==> config.mk <==
export PLATFORM = sky130hd
export DESIGN_NAME = bsavd_top
export DESIGN_NICKNAME = d
export VERILOG_FILES = /design/src/bsavd_pkg.sv /design/src/bsavd_top.sv
export SDC_FILE = /design/constraint.sdc
export NUM_CORES = 1
export LEC_CHECK = 0
export BUFFER_PORTS_ARGS = -buffer_cell sky130_fd_sc_hd__buf_2
export CAP_MARGIN = 15
export CORE_UTILIZATION = 53
export CTS_CLUSTER_SIZE = 16
export DETAILED_ROUTE_END_ITERATION = 8
export HOLD_SLACK_MARGIN = 0.15
export PLACE_DENSITY = 0.8
export SLEW_MARGIN = 10
export SYNTH_ARGS = -nofsm -noshare
export SYNTH_HDL_FRONTEND = slang
export SYNTH_SLANG_ARGS = --single-unit
==> constraint.sdc <==
create_clock -name core_clk -period 1.62 [get_ports core_clk]
set_input_delay 0.162 -clock core_clk [delete_from_list [all_inputs] [get_ports core_clk]]
set_output_delay 0.162 -clock core_clk [all_outputs]
set_load 0.02 [all_outputs]
==> src/bsavd_pkg.sv <==
// package of constants and carriers for the strap address/vector decode front end,
// plus the two-flop pin synchroniser that the front end instantiates.
// assumes one clock core_clk, asynchronous active-low reset, and a clock enable.
package bsavd_pkg;
  // ****************************************
  // strap banks
  // ****************************************
  localparam int ADDR_STRAP_N   = 10;   // address straps, first one on bit 12
  localparam int VEC_STRAP_N    = 10;   // vector bank positions 1..10
  localparam int ADDR_W         = 17;   // backplane address width
  localparam int ADDR_TOP_MSB   = 16;   // fixed all-ones field
  localparam int ADDR_TOP_LSB   = 13;
  localparam int ADDR_STRAP_MSB = 12;   // strap index 0 compares this bit
  localparam int WORD_MSB       = 3;    // word select within eight-word block
  localparam int WORD_LSB       = 1;
  localparam int WORD_W         = 3;
  localparam int VEC_W          = 9;    // vector bits 8..0
  localparam int VEC_LSB        = 3;    // lowest strap-driven vector bit
  localparam int VEC_POS_LSB    = 6;    // position that drives VEC_LSB
  localparam int POS_UNUSED     = 7;    // positions are numbered from 1
  localparam int POS_OSC        = 8;
  localparam int POS_HALT       = 9;
  localparam int POS_BOOT       = 10;

  // ****************************************
  // software register port
  // ****************************************
  localparam int                RA_W       = 3;
  localparam int                RD_W       = 16;
  localparam logic [RA_W-1:0]   REG_STATUS = 3'h0;
  localparam logic [RA_W-1:0]   REG_CTRL   = 3'h1;
  localparam int                ST_OSC     = 9;
  localparam int                ST_HALT    = 10;
  localparam int                ST_BOOT    = 11;
  localparam int                ST_ILLEGAL = 12;
  localparam int                ST_SEEN    = 13;
  localparam int                CT_BRK_EN  = 0;
  localparam logic              CT_BRK_EN_RST = 1'b1;

  typedef struct packed {
    logic              valid;            // address strobe from backplane
    logic [ADDR_W-1:0] addr;             // byte address
  } bsavd_addr_s;

  typedef struct packed {
    logic iak;                           // interrupt acknowledge chain
    logic dmg;                           // dma grant chain
  } bsavd_chain_s;
endpackage : bsavd_pkg

`timescale 1ns/1ps
module bsavd_sync #(
  parameter int WIDTH = 1
) (
  input  wire logic             core_clk,  // core clock
  input  wire logic             arst_n,    // async reset, active low
  input  wire logic             ce,        // clock enable
  input  wire logic [WIDTH-1:0] d,         // asynchronous input
  output logic      [WIDTH-1:0] q          // synchronised output
);
  // ****************************************
  // two flops, first one read only by the second
  // ****************************************
  logic [WIDTH-1:0] meta_q;
  logic [WIDTH-1:0] meta_d;
  logic [WIDTH-1:0] q_d;

  // refuse an empty synchroniser while elaborating, not at run time
  if (WIDTH < 1) begin : g_bad_width
    $error("bsavd_sync: WIDTH must be at least 1");
  end

  // next values, held while ce is low
  always_comb begin
    meta_d = ce ? d : meta_q;
    q_d    = ce ? meta_q : q;
  end

  // registers only
  always_ff @(posedge core_clk or negedge arst_n) begin
    if (!arst_n) begin
      meta_q <= '0;
      q      <= '0;
    end else begin
      meta_q <= meta_d;
      q      <= q_d;
    end
  end
endmodule : bsavd_sync

==> src/bsavd_top.sv <==
// strap-configured bus front end: address match, vector, oscillator gate,
// line-3 break action and the daisy-chain pass-through.
// assumes straps and backplane signals are asynchronous pins; break and
// oscillator tick come from logic on core_clk.
`timescale 1ns/1ps
//
// Contract
// closed address strap needs a 1, open a 0; strap 1 is bit 12 downward.
// vector position 6 drives bit 3, position 5 bit 4, upward; closed is 1.
// vector position 7 is ignored entirely.
// open position 8 cuts the baud oscillator off from all circuitry.
// break on line 3: straps 9/10 give none, halt, boot; both closed illegal.
// interrupt-acknowledge and dma-grant chain signals pass through to the next slot.
// respond only when bits 16..13 are ones and straps match; bits 3..1 pick word.
module bsavd_top (
  input  wire logic                             core_clk,      // 40 MHz core clock
  input  wire logic                             arst_n,        // async reset, active low
  input  wire logic                             ce,            // clock enable, freezes state
  input  wire logic [bsavd_pkg::ADDR_STRAP_N-1:0] addr_strap,  // address straps, 1 = closed
  input  wire logic [bsavd_pkg::VEC_STRAP_N-1:0]  vec_strap,   // vector bank, bit 0 = pos 1
  input  wire bsavd_pkg::bsavd_addr_s           bus_in,        // backplane address pins
  input  wire bsavd_pkg::bsavd_chain_s          chain_in,      // chain from previous slot
  input  wire logic                             osc_tick,      // internal baud oscillator tick
  input  wire logic                             line3_break,   // break seen on line 3, pulse
  input  wire logic [bsavd_pkg::RA_W-1:0]       reg_addr,      // register index
  input  wire logic [bsavd_pkg::RD_W-1:0]       reg_wdata,     // write data
  input  wire logic                             reg_wr,        // write strobe
  input  wire logic                             reg_rd,        // read strobe
  output logic      [bsavd_pkg::RD_W-1:0]       reg_rdata,     // read data, cycle after strobe
  output logic                                  dev_sel_q,     // address hits this device
  output logic      [bsavd_pkg::WORD_W-1:0]     word_q,        // selected word register
  output logic      [bsavd_pkg::VEC_W-1:0]      vector_q,      // interrupt vector
  output logic                                  osc_tick_q,    // gated oscillator tick
  output logic                                  halt_req_q,    // processor halt request, pulse
  output logic                                  boot_req_q,    // processor boot request, pulse
  output bsavd_pkg::bsavd_chain_s               chain_out      // chain to next slot
);
  // ****************************************
  // pin synchronisers
  // ****************************************
  localparam int SYNC_W = bsavd_pkg::ADDR_STRAP_N + bsavd_pkg::VEC_STRAP_N + bsavd_pkg::ADDR_W + 3;

  logic [bsavd_pkg::ADDR_STRAP_N-1:0] addr_s;
  logic [bsavd_pkg::VEC_STRAP_N-1:0]  vec_s;
  bsavd_pkg::bsavd_addr_s             bus_s;
  bsavd_pkg::bsavd_chain_s            chain_s;

  bsavd_sync #(
    .WIDTH (SYNC_W)
  ) u_sync (
    .core_clk (core_clk),
    .arst_n   (arst_n),
    .ce       (ce),
    .d        ({addr_strap, vec_strap, bus_in, chain_in}),
    .q        ({addr_s, vec_s, bus_s, chain_s})
  );

  // strap position p (1-based) as a level
  function automatic logic pos(input logic [bsavd_pkg::VEC_STRAP_N-1:0] v, input int p);
    pos = v[p-1];
  endfunction : pos

  // ****************************************
  // address compare and vector forming
  // ****************************************
  logic [bsavd_pkg::ADDR_STRAP_N-1:0] strap_hit;
  logic [bsavd_pkg::VEC_W-1:0]        vec_d;
  logic                               match;

  // each strap demands its own level on one address bit
  genvar gi;
  generate
    for (gi = 0; gi < bsavd_pkg::ADDR_STRAP_N; gi++) begin : g_addr
      assign strap_hit[gi] = bus_s.addr[bsavd_pkg::ADDR_STRAP_MSB-gi] == addr_s[gi];
    end
    // vector bit VEC_LSB+k is driven by position VEC_POS_LSB-k
    for (gi = 0; gi < bsavd_pkg::VEC_W; gi++) begin : g_vec
      if (gi < bsavd_pkg::VEC_LSB) begin : g_zero
        assign vec_d[gi] = 1'b0;
      end else begin : g_strap
        assign vec_d[gi] = vec_s[bsavd_pkg::VEC_POS_LSB-1-(gi-bsavd_pkg::VEC_LSB)];
      end
    end
  endgenerate

  // top field all ones plus every strap bit agreeing
  assign match = bus_s.valid && (&bus_s.addr[bsavd_pkg::ADDR_TOP_MSB:bsavd_pkg::ADDR_TOP_LSB])
                 && (&strap_hit);

  // ****************************************
  // break action decode
  // ****************************************
  logic halt_sel;
  logic boot_sel;
  logic illegal;

  // both straps closed is illegal and therefore acts as no action
  assign halt_sel = pos(vec_s, bsavd_pkg::POS_HALT) && !pos(vec_s, bsavd_pkg::POS_BOOT);
  assign boot_sel = pos(vec_s, bsavd_pkg::POS_BOOT) && !pos(vec_s, bsavd_pkg::POS_HALT);
  assign illegal  = pos(vec_s, bsavd_pkg::POS_HALT) && pos(vec_s, bsavd_pkg::POS_BOOT);

  // ****************************************
  // datapath registers
  // ****************************************
  logic                           dev_sel_d;
  logic [bsavd_pkg::WORD_W-1:0]   word_d;
  logic [bsavd_pkg::VEC_W-1:0]    vector_d;
  logic                           osc_tick_d;
  logic                           halt_req_d;
  logic                           boot_req_d;
  bsavd_pkg::bsavd_chain_s        chain_d;
  logic                           brk_en_q;
  logic                           brk_en_d;
  logic                           seen_q;
  logic                           seen_d;
  logic [bsavd_pkg::RD_W-1:0]     rdata_d;
  logic                           brk_go;

  assign brk_go = line3_break && brk_en_q;

  // next values; ce low holds everything so the block freezes cleanly
  always_comb begin
    dev_sel_d  = dev_sel_q;
    word_d     = word_q;
    vector_d   = vector_q;
    osc_tick_d = osc_tick_q;
    halt_req_d = halt_req_q;
    boot_req_d = boot_req_q;
    chain_d    = chain_out;
    brk_en_d   = brk_en_q;
    seen_d     = seen_q;
    rdata_d    = reg_rdata;
    if (ce) begin
      dev_sel_d  = match;
      word_d     = match ? bus_s.addr[bsavd_pkg::WORD_MSB:bsavd_pkg::WORD_LSB] : word_q;
      vector_d   = vec_d;
      osc_tick_d = osc_tick && pos(vec_s, bsavd_pkg::POS_OSC);
      halt_req_d = brk_go && halt_sel;
      boot_req_d = brk_go && boot_sel;
      chain_d    = chain_s;
      rdata_d    = '0;
      if (reg_wr && reg_addr == bsavd_pkg::REG_CTRL) begin
        brk_en_d = reg_wdata[bsavd_pkg::CT_BRK_EN];
      end
      // write-one-to-clear, but a break in the same cycle wins
      if (reg_wr && reg_addr == bsavd_pkg::REG_STATUS && reg_wdata[bsavd_pkg::ST_SEEN]) begin
        seen_d = 1'b0;
      end
      if (line3_break) begin
        seen_d = 1'b1;
      end
      if (reg_rd) begin
        case (reg_addr)
          bsavd_pkg::REG_STATUS: begin
            rdata_d[bsavd_pkg::VEC_W-1:0]  = vector_q;
            rdata_d[bsavd_pkg::ST_OSC]     = pos(vec_s, bsavd_pkg::POS_OSC);
            rdata_d[bsavd_pkg::ST_HALT]    = halt_sel;
            rdata_d[bsavd_pkg::ST_BOOT]    = boot_sel;
            rdata_d[bsavd_pkg::ST_ILLEGAL] = illegal;
            rdata_d[bsavd_pkg::ST_SEEN]    = seen_q;
          end
          bsavd_pkg::REG_CTRL: begin
            rdata_d[bsavd_pkg::CT_BRK_EN]  = brk_en_q;
          end
          default: begin
            rdata_d = '0;
          end
        endcase
      end
    end
  end

  // registers only
  always_ff @(posedge core_clk or negedge arst_n) begin
    if (!arst_n) begin
      dev_sel_q  <= 1'b0;
      word_q     <= '0;
      vector_q   <= '0;
      osc_tick_q <= 1'b0;
      halt_req_q <= 1'b0;
      boot_req_q <= 1'b0;
      chain_out  <= '0;
      brk_en_q   <= bsavd_pkg::CT_BRK_EN_RST;
      seen_q     <= 1'b0;
      reg_rdata  <= '0;
    end else begin
      dev_sel_q  <= dev_sel_d;
      word_q     <= word_d;
      vector_q   <= vector_d;
      osc_tick_q <= osc_tick_d;
      halt_req_q <= halt_req_d;
      boot_req_q <= boot_req_d;
      chain_out  <= chain_d;
      brk_en_q   <= brk_en_d;
      seen_q     <= seen_d;
      reg_rdata  <= rdata_d;
    end
  end
endmodule : bsavd_top

==> out/results.ini <==
[power]
total_leakage_power_nw = 2.45
vdd_ir_drop_max_mv = 0.714
seq_power_share_pct = 52.4
switching_power_mw = 1.36
power.density_nw_per_um2 = 1120
power_frac_clock_pct = 34.0
power_frac_comb_pct = 13.6
internal-power_mw = 4.54
swShare_pct = 23.1

[timing]
grt_setup_unrepaired = no
tns_ns = 0
skew_ns = 0.00992
max_freq_mhz = 650
period_needed_ns = 1.54
finalSetupViolCount = 0
post-route-worst-setup-slack_ns = 0.0816
hold_violations = 0
slew_viol_final = 0
fin_crit_sh_pct = 95.0

[status]
outcome = finished clean

[detailed_routing]
drt_iter0_drc = 113
route.met3.wl_um = 231
dr_wl_met2_mm = 3.74
ant_nets = 0
drc = 0
first_pass_iters = 4
viasPerCell = 5.00
avgRoutedWirePerCell_um = 14.8
postRouteWirelength_mm = 7.27
via_count = 2458
routed.top_layer = met4
wl_met1_mm = 3.18

[worst_setup_path]
required_ns = 1.85
path_max_fanout = 4
end_kind = flop
cp_data_arrival_time_ns = 1.77
r2r_start = u_sync.q[39]
crit_type = flop to flop
critPathSlowestCell = dfrtp_1
cp_top_family = simple AND/OR/NAND/NOR gates
crit_path_start_kind = flop
r2r_cells = 4
cpPeakStageDelay_ns = 0.40
reg2reg_slack_ns = 0.08
crit_buf_inv = 0
path_cells = xor2_1 > nor4_2 > nand3_2 > mux2_1
r2r-end = word_q[1]

[clocking]
root_buffer = clkbuf_8
clock_path_buffers = 2
post_cts_buffers = 0
clk_latency_ns = 0.35
clk_pin_slew_ns = 0.09
clock_sinks = 105
cts_buffers = 9
cts_max_level = 3
cts_tree = done

[floorplanning]
ios = 100
start_util_pct = 55.6
coreArea_sq_um = 7330
die_w_um = 89.7
die-area_sq_um = 8040
die_h_um = 89.7
row_count = 31

[global_routing]
grt_overflow = 0
grt_max_degree = 95
grt_pass1_vias = 2501
grt_pass1_wl_mm = 11.6
grt_usage_pct = 19.6
antenna_found_initial = 0

[place]
portBuffers = 76
dp_hpwl_mm = 4.54
gp_routability_congestion = 0.737
placed_area_sq_um = 4560
dp_slack_ns = 0.0270

[yosys]
yosysSeqAreaShare_pct = 64.5
syn_area_sq_um = 4070
syn_inst = 265
syn_avg_cell_area_sq_um = 15.4
ys_warn_count = 0
synth_cell_type_count = 23
synth_seq_cells = 105

[min_path]
whs_path_depth = 3
holdPathEnd = seen_q
worstHoldStart = reg_wr
hp-class = primary input to flop

[final_layout]
nets = 454
design_area_sq_um = 5280
layout-drive-gt1-share_pct = 47.1
area_growth_pct = 29.6
diodes = 0

[job]
maxCapViolCount = 0

## per-layer routing
metal	up-vias	global-route usage [%]
li1	1167	-
met5	-	0
met1	1227	25.0
met2	55	33.3
met3	9	4.66
met4	0	6.06
## timing repair
item	in CTS	in global routing
setup endpoints to repair	0	3
hold buffers	44	0
endpoints found under the hold margin	148	0
resized for setup	0	4
## final cells by class
cell class	instances	area, sq um
clock buffers	11	131
clock inverters	5	128
fillers	493	2050
inverters	5	18.8
multi-input cells	141	1350
flip-flops and latches	105	2630
well taps	99	124
repair buffers	126	896
## cells by family (layout without fill, tap and decap cells)
| group | count (synthesis) | after routing | synth area share (%) |
|---|---|---|---|
| xor+xnor | 10 | 10 | 2.15 |
| mux | 86 | 86 | 23.8 |
| flops | 105 | 105 | 64.5 |
| other cells | 1 | 7 | 0.0921 |
| buf+inv | 25 | 147 | 3.32 |
| compound gates | 19 | 19 | 3.81 |
| simple gates | 19 | 19 | 2.30 |
## sequential cells by signal, summed over array words and instances (netlist names), 2 cells and up
| register | cells |
|---|---|
| u_sync.q | 38 |
| reg_rdata | 12 |
| chain_out | 2 |
| word_q | 3 |
| vector_q | 6 |
| u_sync.meta_q | 38 |
## worst register-to-register path, stage by stage (launching register included)
cell and delay (ns):
dfrtp_1 0.40, xor2_1 0.18, nor4_2 0.32, nand3_2 0.19, mux2_1 0.35
## cells in the final DEF (no fill, tap or decap), types with 6 or more instances in the layout
cell / Yosys / final
dfrtp_1: 104 / 104
mux2_2: 83 / 83
buf_2: 12 / 74
dlygate4sd3_1: 0 / 44
xor2_1: 10 / 10
a22o_1: 9 / 9
clkbuf_8: 0 / 9
nand2_1: 7 / 7
conb_1: 1 / 7
buf_4: 7 / 6
## cell usage after synthesis, drive strengths merged
| cell type | n | area, sq um |
|---|---|---|
| nand4 | 3 | 18.8 |
| dfstp | 1 | 26.3 |
| dfrtp | 104 | 2600 |
| buf | 19 | 113 |
| conb | 1 | 3.75 |
| xor2 | 10 | 87.6 |
| inv | 5 | 18.8 |
| o21ai | 4 | 20.0 |
| o41ai | 2 | 17.5 |
| nor4 | 3 | 18.8 |
| nand2 | 7 | 26.3 |
| nor2 | 1 | 3.75 |
| clkbuf | 1 | 3.75 |
| nor3 | 1 | 5.00 |
| nand3 | 3 | 15.0 |
| a32o | 3 | 30.0 |
| mux2 | 86 | 968 |
| nor2b | 1 | 6.26 |
| o2bb2ai | 1 | 8.76 |
| a22o | 9 | 78.8 |
## power groups by stage
stage,Combinational [mW],Sequential [mW],Clock (mW)
after floorplan,0.423,3.16,0
after global placement,0.685,3.13,0
after detailed placement,0.711,3.15,0
after CTS,0.797,3.09,2.04
after global routing,0.887,3.13,2.16
final,0.804,3.09,2.01
## how the worst max path moves through the flow
stage / from / end / slack (ns) / depth (start not counted)
finish: u_sync.q[39] / word_q[1] / 0.08 / 4
detailed placement: u_sync.q[37] / word_q[1] / 0.03 / 4
floorplan: u_sync.q[30] / word_q[0] / 0.23 / 4
global route: u_sync.q[36] / word_q[1] / 0.001 / 4
global placement: u_sync.q[37] / word_q[0] / 0.005 / 4
CTS: u_sync.q[37] / word_q[2] / 0.01 / 4
## metrics by stage
step / utilization (%) / hold slack [ns] / std cells / total power [mW]
final: 72.0 / 0.190 / 492 / 5.91
after global routing: 72.0 / 0.182 / 492 / 6.18
after CTS: 71.7 / 0.182 / 492 / 5.93
after detailed placement: 62.2 / 0.0944 / 432 / 3.86
after global placement: 62.2 / 0.0943 / 432 / 3.81
after floorplan: - / -0.134 / 271 / 3.59
No activity file was read; power rests on OpenSTA's default activity.
